**src/uhpc_defs.vh**
```
// Constants for the host port control block: offsets, fields, codes.
// Assumes a plain register port with 8-bit byte addresses and 32-bit data.
`ifndef UHPC_DEFS_VH
`define UHPC_DEFS_VH
// Register offsets
`define UHPC_REG_POWER 8'h00
`define UHPC_REG_BUSCTL 8'h04
`define UHPC_REG_INREQ 8'h08
`define UHPC_REG_CIRQ_EN 8'h0c
`define UHPC_REG_CIRQ_ST 8'h10
`define UHPC_REG_EIRQ_EN 8'h14
`define UHPC_REG_EIRQ_ST 8'h18
`define UHPC_REG_SPEED 8'h1c
`define UHPC_REG_STATUS 8'h20
// Power register fields
`define UHPC_PWR_EN_BIT 0
`define UHPC_PWR_FLT_EN_BIT 1
`define UHPC_PWR_FLT_HIGH_BIT 2
`define UHPC_PWR_ACT_LSB 3
`define UHPC_PWR_EN_HIGH_BIT 5
// Fault actions
`define UHPC_ACT_NONE 2'h0
`define UHPC_ACT_TRI 2'h1
`define UHPC_ACT_LOW 2'h2
`define UHPC_ACT_HIGH 2'h3
// Bus control fields
`define UHPC_BUS_RESET_BIT 0
`define UHPC_BUS_RESUME_BIT 1
`define UHPC_BUS_SUSPEND_BIT 2
`define UHPC_BUS_STATUS_REQ_BIT 3
// Control interrupt fields
`define UHPC_CI_CONNECT 0
`define UHPC_CI_DISCONNECT 1
`define UHPC_CI_POWER_FAULT 2
`define UHPC_CI_RESUME 3
`define UHPC_CI_BABBLE 4
`define UHPC_CI_SOF 5
`define UHPC_CI_WIDTH 6
// Speed codes
`define UHPC_SPEED_UNKNOWN 2'h0
`define UHPC_SPEED_LOW 2'h1
`define UHPC_SPEED_FULL 2'h2
`define UHPC_SPEED_HIGH 2'h3
// Line-state codes driven toward the transceiver
`define UHPC_LINE_IDLE 2'h0
`define UHPC_LINE_RESET 2'h1
`define UHPC_LINE_RESUME 2'h2
`define UHPC_LINE_SUSPEND 2'h3
// End-of-resume low-speed EOP length in ns and cycles at 40 MHz
`define UHPC_CLK_MHZ 40
`define UHPC_EOP_NS 1330
`define UHPC_EOP_CYC ((`UHPC_EOP_NS * `UHPC_CLK_MHZ + 999) / 1000)
`define UHPC_RST_VAL 32'h0000_0000
`endif

```
**src/uhpc_flag_bank.v**
```verilog
// Bank of sticky flags with a per-bit mask and clear-on-read.
// Assumes one clock, synchronous reset and a clock enable from the parent.
module uhpc_flag_bank #(
    parameter WIDTH = 8
) (
    input wire clk_i,
    input wire srst_i,
    input wire ce_i,
    input wire [WIDTH-1:0] set_i,
    input wire rd_clr_i,
    input wire [WIDTH-1:0] en_i,
    output reg [WIDTH-1:0] flags_o,
    output wire pend_o
);
    // Sets win over the read-clear so an event in that cycle stays pending
    always @(posedge clk_i)
    begin
        if (srst_i)
            flags_o <= {WIDTH{1'b0}};
        else if (ce_i)
            flags_o <= (rd_clr_i ? {WIDTH{1'b0}} : flags_o) | set_i;
    end

    // Any enabled pending source
    assign pend_o = |(flags_o & en_i);
endmodule // uhpc_flag_bank

```
**src/uhpc_port_ctrl.v**
```verilog
// Host port control: power, fault, IN requests, bus signaling, speed, irqs.
// Assumes register port strobes are one cycle and synchronous to REF_CLK_I.
// Notes on behaviour
// - Power control set drives power enable
// - Power control cleared removes power enable
// - Fault ignored while detection is disabled
// - Enabled detection watches fault input
// - Fault applies chosen action to enable
// - IN request bit schedules IN transaction
// - Clearing request cancels unissued transaction
// - Status request issues IN, then interrupt
// - Status requests only on endpoint zero
// - Reset control drives and stops reset
// - Resume control starts resume signaling
// - Resume clear finishes resume sequence
// - Report attached speed low, full, high, unknown
// - Suspend control places bus suspended
// - Separate per-source control interrupt mask
// - Per-endpoint, per-direction endpoint interrupt mask
// - Enabled sources form one interrupt request
// - Control status read returns and clears
`include "uhpc_defs.vh"
module uhpc_port_ctrl #(
    parameter NUM_EP = 8,
    parameter EOP_CYC = `UHPC_EOP_CYC
) (
    input wire REF_CLK_I,
    input wire SRST_I,
    input wire CE_I,
    input wire [7:0] ADDR_I,
    input wire [31:0] WDATA_I,
    input wire WR_I,
    input wire RD_I,
    output reg [31:0] RDATA_O,
    input wire POWER_FAULT_IN_I,
    output reg EXT_POWER_ENABLE_OUT_O,
    output reg EXT_POWER_ENABLE_OUT_OE_N_O,
    output reg [1:0] LINE_STATE_O,
    output reg [NUM_EP-1:0] IN_ISSUE_O,
    output reg STATUS_ISSUE_O,
    input wire [NUM_EP-1:0] IN_TAKEN_I,
    input wire [NUM_EP-1:0] IN_DONE_I,
    input wire [NUM_EP-1:0] OUT_DONE_I,
    input wire STATUS_DONE_I,
    input wire ATTACHED_I,
    input wire SPEED_VALID_I,
    input wire [1:0] SPEED_I,
    input wire CONNECT_EV_I,
    input wire DISCONNECT_EV_I,
    input wire BABBLE_EV_I,
    input wire SOF_EV_I,
    output reg IRQ_O
);
    localparam CIW = `UHPC_CI_WIDTH;
    localparam EPW = 2 * NUM_EP;
    // Bus signaling states
    localparam ST_IDLE = 3'h0;
    localparam ST_RESET = 3'h1;
    localparam ST_RESUME = 3'h2;
    localparam ST_EOP = 3'h3;
    localparam ST_SUSP = 3'h4;

    reg [5:0] power_q;
    reg [3:0] busctl_q;
    reg [NUM_EP-1:0] inreq_q;
    reg status_req_q;
    reg [CIW-1:0] ci_en_q;
    reg [EPW-1:0] ei_en_q;
    reg [2:0] st_q;
    reg [2:0] st_d;
    reg [15:0] eop_cnt_q;
    reg fault_latched_q;
    reg [1:0] speed_q;
    wire [CIW-1:0] ci_flags;
    wire [EPW-1:0] ei_flags;
    wire ci_pend;
    wire ei_pend;
    reg [CIW-1:0] ci_set;
    wire [EPW-1:0] ei_set;
    wire fault_level;
    wire fault_hit;
    wire [1:0] fault_act;
    wire pwr_on;
    reg pwr_level;
    reg pwr_oe_n;

    // Decode a write strobe for one offset
    function wr_hit;
        input [7:0] a;
        input [7:0] off;
        input w;
        begin
            wr_hit = w && (a == off);
        end
    endfunction

    wire wr_power = wr_hit(ADDR_I, `UHPC_REG_POWER, WR_I);
    wire wr_bus = wr_hit(ADDR_I, `UHPC_REG_BUSCTL, WR_I);
    wire wr_inreq = wr_hit(ADDR_I, `UHPC_REG_INREQ, WR_I);
    wire wr_cien = wr_hit(ADDR_I, `UHPC_REG_CIRQ_EN, WR_I);
    wire wr_eien = wr_hit(ADDR_I, `UHPC_REG_EIRQ_EN, WR_I);
    // reads of a status word clear it
    wire rd_cist = wr_hit(ADDR_I, `UHPC_REG_CIRQ_ST, RD_I);
    wire rd_eist = wr_hit(ADDR_I, `UHPC_REG_EIRQ_ST, RD_I);

    // Register writes; power, fault and mask controls
    always @(posedge REF_CLK_I)
    begin
        if (SRST_I)
        begin
            power_q <= 6'h00;
            busctl_q <= 4'h0;
            ci_en_q <= {CIW{1'b0}};
            ei_en_q <= {EPW{1'b0}};
        end
        else if (CE_I)
        begin
            if (wr_power)
                power_q <= WDATA_I[5:0];
            if (wr_bus)
                busctl_q <= {1'b0, WDATA_I[2:0]};
            // control sources masked one by one
            if (wr_cien)
                ci_en_q <= WDATA_I[CIW-1:0];
            // one mask bit per endpoint and direction
            if (wr_eien)
                ei_en_q <= WDATA_I[EPW-1:0];
        end
    end

    // IN requests: software sets or clears, the engine takes them
    genvar g;
    generate
        for (g = 0; g < NUM_EP; g = g + 1)
        begin : g_inreq
            always @(posedge REF_CLK_I)
            begin
                if (SRST_I)
                    inreq_q[g] <= 1'b0;
                else if (CE_I)
                begin
                    // setting the bit schedules an IN transaction
                    // clearing cancels it while still unissued
                    if (wr_inreq)
                        inreq_q[g] <= WDATA_I[g];
                    else if (IN_TAKEN_I[g])
                        inreq_q[g] <= 1'b0;
                end
            end
        end
    endgenerate

    // Issue lines follow pending requests; cancel drops them next cycle
    always @(posedge REF_CLK_I)
    begin
        if (SRST_I)
        begin
            IN_ISSUE_O <= {NUM_EP{1'b0}};
            STATUS_ISSUE_O <= 1'b0;
        end
        else if (CE_I)
        begin
            IN_ISSUE_O <= inreq_q & ~IN_TAKEN_I;
            // status-phase IN on the control endpoint
            STATUS_ISSUE_O <= status_req_q & ~STATUS_DONE_I;
        end
    end

    // status request exists only for endpoint zero, a bit of its own
    always @(posedge REF_CLK_I)
    begin
        if (SRST_I)
            status_req_q <= 1'b0;
        else if (CE_I)
        begin
            if (wr_bus && WDATA_I[`UHPC_BUS_STATUS_REQ_BIT])
                status_req_q <= 1'b1;
            else if (STATUS_DONE_I)
                status_req_q <= 1'b0;
        end
    end

    // Fault polarity and detection gating
    assign fault_level = power_q[`UHPC_PWR_FLT_HIGH_BIT] ? POWER_FAULT_IN_I : ~POWER_FAULT_IN_I;
    // disabled detection ignores the pin entirely
    assign fault_hit = power_q[`UHPC_PWR_FLT_EN_BIT] & fault_level;
    assign fault_act = power_q[`UHPC_PWR_ACT_LSB+1:`UHPC_PWR_ACT_LSB];
    assign pwr_on = power_q[`UHPC_PWR_EN_BIT];

    // Fault holds until software drops detection or power, avoids chatter
    always @(posedge REF_CLK_I)
    begin
        if (SRST_I)
            fault_latched_q <= 1'b0;
        else if (CE_I)
        begin
            if (fault_hit)
                fault_latched_q <= 1'b1;
            else if (!power_q[`UHPC_PWR_FLT_EN_BIT] || !pwr_on)
                fault_latched_q <= 1'b0;
        end
    end

    // Power enable level and drive before the output flops
    always @*
    begin
        // control set asserts enable at the chosen level
        pwr_level = pwr_on ~^ power_q[`UHPC_PWR_EN_HIGH_BIT];
        pwr_oe_n = 1'b0;
        // fault action overrides the manual level
        if (fault_latched_q || fault_hit)
        begin
            case (fault_act)
                `UHPC_ACT_TRI: pwr_oe_n = 1'b1;
                `UHPC_ACT_LOW: pwr_level = 1'b0;
                `UHPC_ACT_HIGH: pwr_level = 1'b1;
                default: pwr_level = pwr_level;
            endcase
        end
    end

    always @(posedge REF_CLK_I)
    begin
        if (SRST_I)
        begin
            EXT_POWER_ENABLE_OUT_O <= 1'b0;
            EXT_POWER_ENABLE_OUT_OE_N_O <= 1'b0;
        end
        else if (CE_I)
        begin
            EXT_POWER_ENABLE_OUT_O <= pwr_level;
            EXT_POWER_ENABLE_OUT_OE_N_O <= pwr_oe_n;
        end
    end

    // Bus signaling sequencer; from idle or suspend, reset outranks resume, resume outranks suspend
    always @*
    begin
        st_d = st_q;
        case (st_q)
            ST_IDLE, ST_SUSP:
            begin
                if (busctl_q[`UHPC_BUS_RESET_BIT])
                    st_d = ST_RESET;
                else if (busctl_q[`UHPC_BUS_RESUME_BIT])
                    st_d = ST_RESUME;
                else if (busctl_q[`UHPC_BUS_SUSPEND_BIT])
                    st_d = ST_SUSP;
                else
                    st_d = ST_IDLE;
            end
            // reset driven exactly while the control is set
            ST_RESET:
                if (!busctl_q[`UHPC_BUS_RESET_BIT])
                    st_d = ST_IDLE;
            // resume signaling runs while the control is set
            ST_RESUME:
                if (!busctl_q[`UHPC_BUS_RESUME_BIT])
                    st_d = ST_EOP;
            // clearing resume finishes with an end-of-resume phase
            ST_EOP:
                if (eop_cnt_q == EOP_CYC - 1)
                    st_d = ST_IDLE;
            default: st_d = ST_IDLE;
        endcase
    end

    always @(posedge REF_CLK_I)
    begin
        if (SRST_I)
        begin
            st_q <= ST_IDLE;
            eop_cnt_q <= 16'h0000;
        end
        else if (CE_I)
        begin
            st_q <= st_d;
            eop_cnt_q <= (st_q == ST_EOP) ? eop_cnt_q + 16'h0001 : 16'h0000;
        end
    end

    // Line state out; suspend state idles the bus suspended
    always @(posedge REF_CLK_I)
    begin
        if (SRST_I)
            LINE_STATE_O <= `UHPC_LINE_IDLE;
        else if (CE_I)
        begin
            case (st_d)
                ST_RESET: LINE_STATE_O <= `UHPC_LINE_RESET;
                ST_RESUME, ST_EOP: LINE_STATE_O <= `UHPC_LINE_RESUME;
                ST_SUSP: LINE_STATE_O <= `UHPC_LINE_SUSPEND;
                default: LINE_STATE_O <= `UHPC_LINE_IDLE;
            endcase
        end
    end

    // speed of attached device as reported by detection
    // unknown while detached or detection unfinished
    always @(posedge REF_CLK_I)
    begin
        if (SRST_I)
            speed_q <= `UHPC_SPEED_UNKNOWN;
        else if (CE_I)
            speed_q <= (ATTACHED_I && SPEED_VALID_I) ? SPEED_I : `UHPC_SPEED_UNKNOWN;
    end

    // Control interrupt sources
    always @*
    begin
        ci_set = {CIW{1'b0}};
        ci_set[`UHPC_CI_CONNECT] = CONNECT_EV_I;
        ci_set[`UHPC_CI_DISCONNECT] = DISCONNECT_EV_I;
        ci_set[`UHPC_CI_POWER_FAULT] = fault_hit & ~fault_latched_q;
        ci_set[`UHPC_CI_RESUME] = (st_q == ST_EOP) && (st_d == ST_IDLE);
        ci_set[`UHPC_CI_BABBLE] = BABBLE_EV_I;
        ci_set[`UHPC_CI_SOF] = SOF_EV_I;
    end

    // endpoint zero IN flag also marks status packet received
    assign ei_set = {OUT_DONE_I, IN_DONE_I | {{(NUM_EP-1){1'b0}}, STATUS_DONE_I}};

    uhpc_flag_bank #(
        .WIDTH(CIW)
    ) u_ci (
        .clk_i(REF_CLK_I),
        .srst_i(SRST_I),
        .ce_i(CE_I),
        .set_i(ci_set),
        .rd_clr_i(rd_cist),
        .en_i(ci_en_q),
        .flags_o(ci_flags),
        .pend_o(ci_pend)
    );

    uhpc_flag_bank #(
        .WIDTH(EPW)
    ) u_ei (
        .clk_i(REF_CLK_I),
        .srst_i(SRST_I),
        .ce_i(CE_I),
        .set_i(ei_set),
        .rd_clr_i(rd_eist),
        .en_i(ei_en_q),
        .flags_o(ei_flags),
        .pend_o(ei_pend)
    );

    // all enabled sources merge into one request
    always @(posedge REF_CLK_I)
    begin
        if (SRST_I)
            IRQ_O <= 1'b0;
        else if (CE_I)
            IRQ_O <= ci_pend | ei_pend;
    end

    // Read data one cycle after the strobe, zero otherwise and when unmapped
    always @(posedge REF_CLK_I)
    begin
        if (SRST_I)
            RDATA_O <= `UHPC_RST_VAL;
        else if (CE_I)
        begin
            RDATA_O <= 32'h0000_0000;
            if (RD_I)
            begin
                case (ADDR_I)
                    `UHPC_REG_POWER: RDATA_O <= {26'h0, power_q};
                    `UHPC_REG_BUSCTL: RDATA_O <= {28'h0, status_req_q, busctl_q[2:0]};
                    `UHPC_REG_INREQ: RDATA_O <= {{(32-NUM_EP){1'b0}}, inreq_q};
                    `UHPC_REG_CIRQ_EN: RDATA_O <= {{(32-CIW){1'b0}}, ci_en_q};
                    `UHPC_REG_CIRQ_ST: RDATA_O <= {{(32-CIW){1'b0}}, ci_flags};
                    `UHPC_REG_EIRQ_EN: RDATA_O <= {{(32-EPW){1'b0}}, ei_en_q};
                    `UHPC_REG_EIRQ_ST: RDATA_O <= {{(32-EPW){1'b0}}, ei_flags};
                    `UHPC_REG_SPEED: RDATA_O <= {30'h0, speed_q};
                    `UHPC_REG_STATUS: RDATA_O <= {28'h0, fault_latched_q, st_q};
                    default: RDATA_O <= 32'h0000_0000;
                endcase
            end
        end
    end
endmodule // uhpc_port_ctrl

```
**config.mk**
```make
export PLATFORM = sky130hd
export DESIGN_NAME = uhpc_port_ctrl
export DESIGN_NICKNAME = d
export VERILOG_FILES = /design/src/uhpc_flag_bank.v /design/src/uhpc_port_ctrl.v
export VERILOG_INCLUDE_DIRS = /design/src
export SDC_FILE = /design/constraint.sdc
export NUM_CORES = 1
export LEC_CHECK = 0
export CAP_MARGIN = 20
export CORE_UTILIZATION = 50
export CTS_CLUSTER_SIZE = 40
export DETAILED_ROUTE_END_ITERATION = 16
export DONT_BUFFER_PORTS = 1
export SYNTH_ARGS = -nofsm -noshare
export SYNTH_HDL_FRONTEND = slang
export SYNTH_SLANG_ARGS = --single-unit
```
**constraint.sdc**
```tcl
create_clock -name REF_CLK_I -period 4.8 [get_ports REF_CLK_I]
set_clock_uncertainty 0.2 [all_clocks]
set_input_delay 0.96 -clock REF_CLK_I [delete_from_list [all_inputs] [get_ports REF_CLK_I]]
set_output_delay 0.96 -clock REF_CLK_I [all_outputs]
set_load 0.03 [all_outputs]
```
==> results.json <==
{
  "worstPathMaxFanout": 19,
  "p_int_uw": 1900,
  "synth_async_sr_flop_share_pct": 0,
  "fin_area_um2": 5890,
  "grt_pass1_vias": 4321,
  "slowest_delay_ns": 0.77,
  "finalSetupTns_ns": 0,
  "top_usage_layer": "met2",
  "cts_resized": 0,
  "fin_util_pct": 57.0,
  "postCtsHoldBufs": 0,
  "die_height_um": 105,
  "yosysSeqAreaShare_pct": 42.9,
  "ys.flop_type": "dfxtp_1",
  "grt_pass1_wl_mm": 22.9,
  "ys_ff_latch": 114,
  "report.final.slew_viol_count": 0,
  "ios": 125,
  "synth.top_cell.area_share_pct": 42.9,
  "swShare_pct": 20.5,
  "initial_utilization_pct": 51.6,
  "core_um2": 10300,
  "cts_post_setup_buffers_inserted": 0,
  "die_w_um": 105,
  "antenna_cells": 0,
  "p_per_area_nw_per_um2": 406,
  "cp-start-kind": "primary input",
  "final_nets": 686,
  "grtUsageMet2_pct": 41.4,
  "dieArea_um2": 11100,
  "firstDrtPassIters": 5,
  "antenna_found_initial": 0,
  "synth-edff-count": 0,
  "rsz0062_at_grt": "false",
  "grt_max_degree": 95,
  "cts_buffers": 17,
  "drt_iter0_drc": 293,
  "power_frac_seq_pct": 41.1,
  "final_cell_mix": "dfxtp_1, nand2_1, nor2_1",
  "cts_tree": "built",
  "layout-drive-gt1-share_pct": 8.58,
  "total_power_uw": 2390,
  "post-route-drc-count": 0,
  "ys_types": 52,
  "wirelength_mm": 13.9,
  "layout_worst_path_cycle_share_pct": 50.9,
  "hold_viol": 0,
  "clk_pin_slew_ns": 0.05,
  "holdCritPathClass": "flop to flop",
  "p_sw_uw": 491,
  "area_growth_pct": 10.6,
  "root_buffer": "clkbuf_8",
  "max_freq_mhz": 409,
  "final.min_clock_period_ns": 2.44,
  "p_leak_uw": 0.00216,
  "synth_area_um2": 5320,
  "htreeDepth": 4,
  "gp_congestion": 0.877,
  "vias_per_cell": 5.85,
  "required_ns": 5.01,
  "clk_path_buf_depth": 2,
  "syn_inst": 624,
  "hpwl_mm": 9.50,
  "yosys-top-cells-area": "dfxtp_1, nand2_1, nor2_1",
  "critPathKind": "primary input to flop",
  "whs_ns": 0.273,
  "grt_use_met1_pct": 35.8,
  "tightest_slew_ns": 0.900,
  "grtUsageTotal_pct": 27.1,
  "wire_per_inst_um": 18.4,
  "ir_drop_uv": 372,
  "vias": 4411,
  "portBuffers": 0,
  "p_clk_share_pct": 55.6,
  "rows": 37,
  "maxCapViolCount": 0,
  "grtUsageMet3_pct": 9.11,
  "fillers": 939,
  "ys.warnings.count": 0,
  "antenna_left": 0,
  "syn_avg_cell_area_um2": 8.53,
  "p_comb_share_pct": 3.3,
  "layout_commonest_cell": "dfxtp_1",
  "cp.arrival_ns": 2.65,
  "cp_cell_sequence": "nor4b_4 -> nand3_2 -> a22oi_1 -> nor2_1",
  "synth_top_cell_by_area": "dfxtp_1",
  "cts.sinks": 114,
  "grt_overflow": 0,
  "endpoint_kind": "flop",
  "place_area_um2": 5260,
  "clk_latency_ns": 0.52,
  "status": "finished, final reports clean",
  "final-setup-viol-count": 0,
  "slew-limit-headroom_pct": 39.9,
  "slowest_stage": "nor4b_4"
}
## registers in the layout (all words and copies together) (netlist names), 3 cells and up
register and cells:
eop_cnt_q 16, u_ci.flags_o 6, inreq_q 8, busctl_q 3, power_q 6, u_ei.flags_o 16, ci_en_q 6, st_q 3
ei_en_q 16, IN_ISSUE_O 8, RDATA_O 16
## stage by stage
step | setup slack [ns] | std cells
CTS | 2.36 | 753
global placement | 1.86 | 721
floorplan | 2.36 | 639
finish | 2.36 | 754
detailed placement | 1.82 | 721
global route | 2.28 | 754
## worst paths after layout
check,startpoint,to,slack [ns],depth (start not counted)
worst min-delay path,ei_en_q[13]$_SDFFE_PP0P_,ei_en_q[13]$_SDFFE_PP0P_,0.27,2
worst min register to register,ei_en_q[13]$_SDFFE_PP0P_,ei_en_q[13]$_SDFFE_PP0P_,0.27,2
worst max-delay path,ADDR_I[2],u_ei.flags_o[3]$_SDFFE_PP0P_,2.36,4
worst max register to register,eop_cnt_q[0]$_SDFFE_PP0P_,LINE_STATE_O[1]$_SDFFE_PP0P_,2.99,5
## power by group through the flow
stage          sequential (µW)  clock [µW]  combinational [µW]
2_1_floorplan              997           0                 104
3_3_place_gp              1000           0                76.3
3_5_place_dp              1000           0                78.0
4_1_cts                    983        1350                78.3
5_1_grt                    985        1400                87.4
6_report                   983        1330                79.0
## Yosys cell counts, drive strengths merged, types with 3 or more instances
library cell    n
dfxtp         114
nand2          88
nor2           80
a21oi          52
buf            41
nand3          31
a22oi          25
mux2i          22
clkbuf         16
a22o           15
nand4          15
o21ai          14
xor2            9
and3            8
and4            8
nor4            8
a211oi          7
mux2            7
and2            5
xnor2           5
a2bb2oi         4
a311oi          4
a32oi           4
inv             4
nor4b           4
nor4bb          4
a221oi          3
nand3b          3
nor2b           3
or3             3
## kinds of logic after synthesis
group / count (synthesis) / synth area share (%)
AOI/OAI and AO/OA: 133 / 16.5
xor gates and xnor gates: 14 / 2.30
adders and majority gates: 2 / 0.470
buffers and inverters: 61 / 6.18
DFF: 114 / 42.9
muxes: 31 / 6.46
other: 1 / 0.0705
and+or+nand+nor: 268 / 25.1
## critical path: cells and delay by family
family | cells | cell delay, ns
simple gates | 3 | 1.37
compound gates | 1 | 0.31
## routing by layer
| metal | part of all wire, % | vias up |
|---|---|---|
| met5 | 0 | - |
| met4 | 1.6 | 0 |
| met3 | 6.8 | 18 |
| met2 | 45 | 131 |
| met1 | 46 | 2096 |
| li1 | - | 2166 |
## area by class of cell
| type | instances | area [µm²] | share of cell area, % |
|---|---|---|---|
| sequential | 114 | 2280 | 38.8 |
| multi-input combinational | 464 | 2770 | 47.0 |
| timing repair buffer | 4 | 30.0 | 0.510 |
| inverter | 4 | 15.0 | 0.255 |
| clock inverter | 10 | 181 | 3.08 |
| tap | 136 | 170 | 2.89 |
| clock buffer | 22 | 443 | 7.52 |
Note: power is estimated with default switching activity, not from simulation.
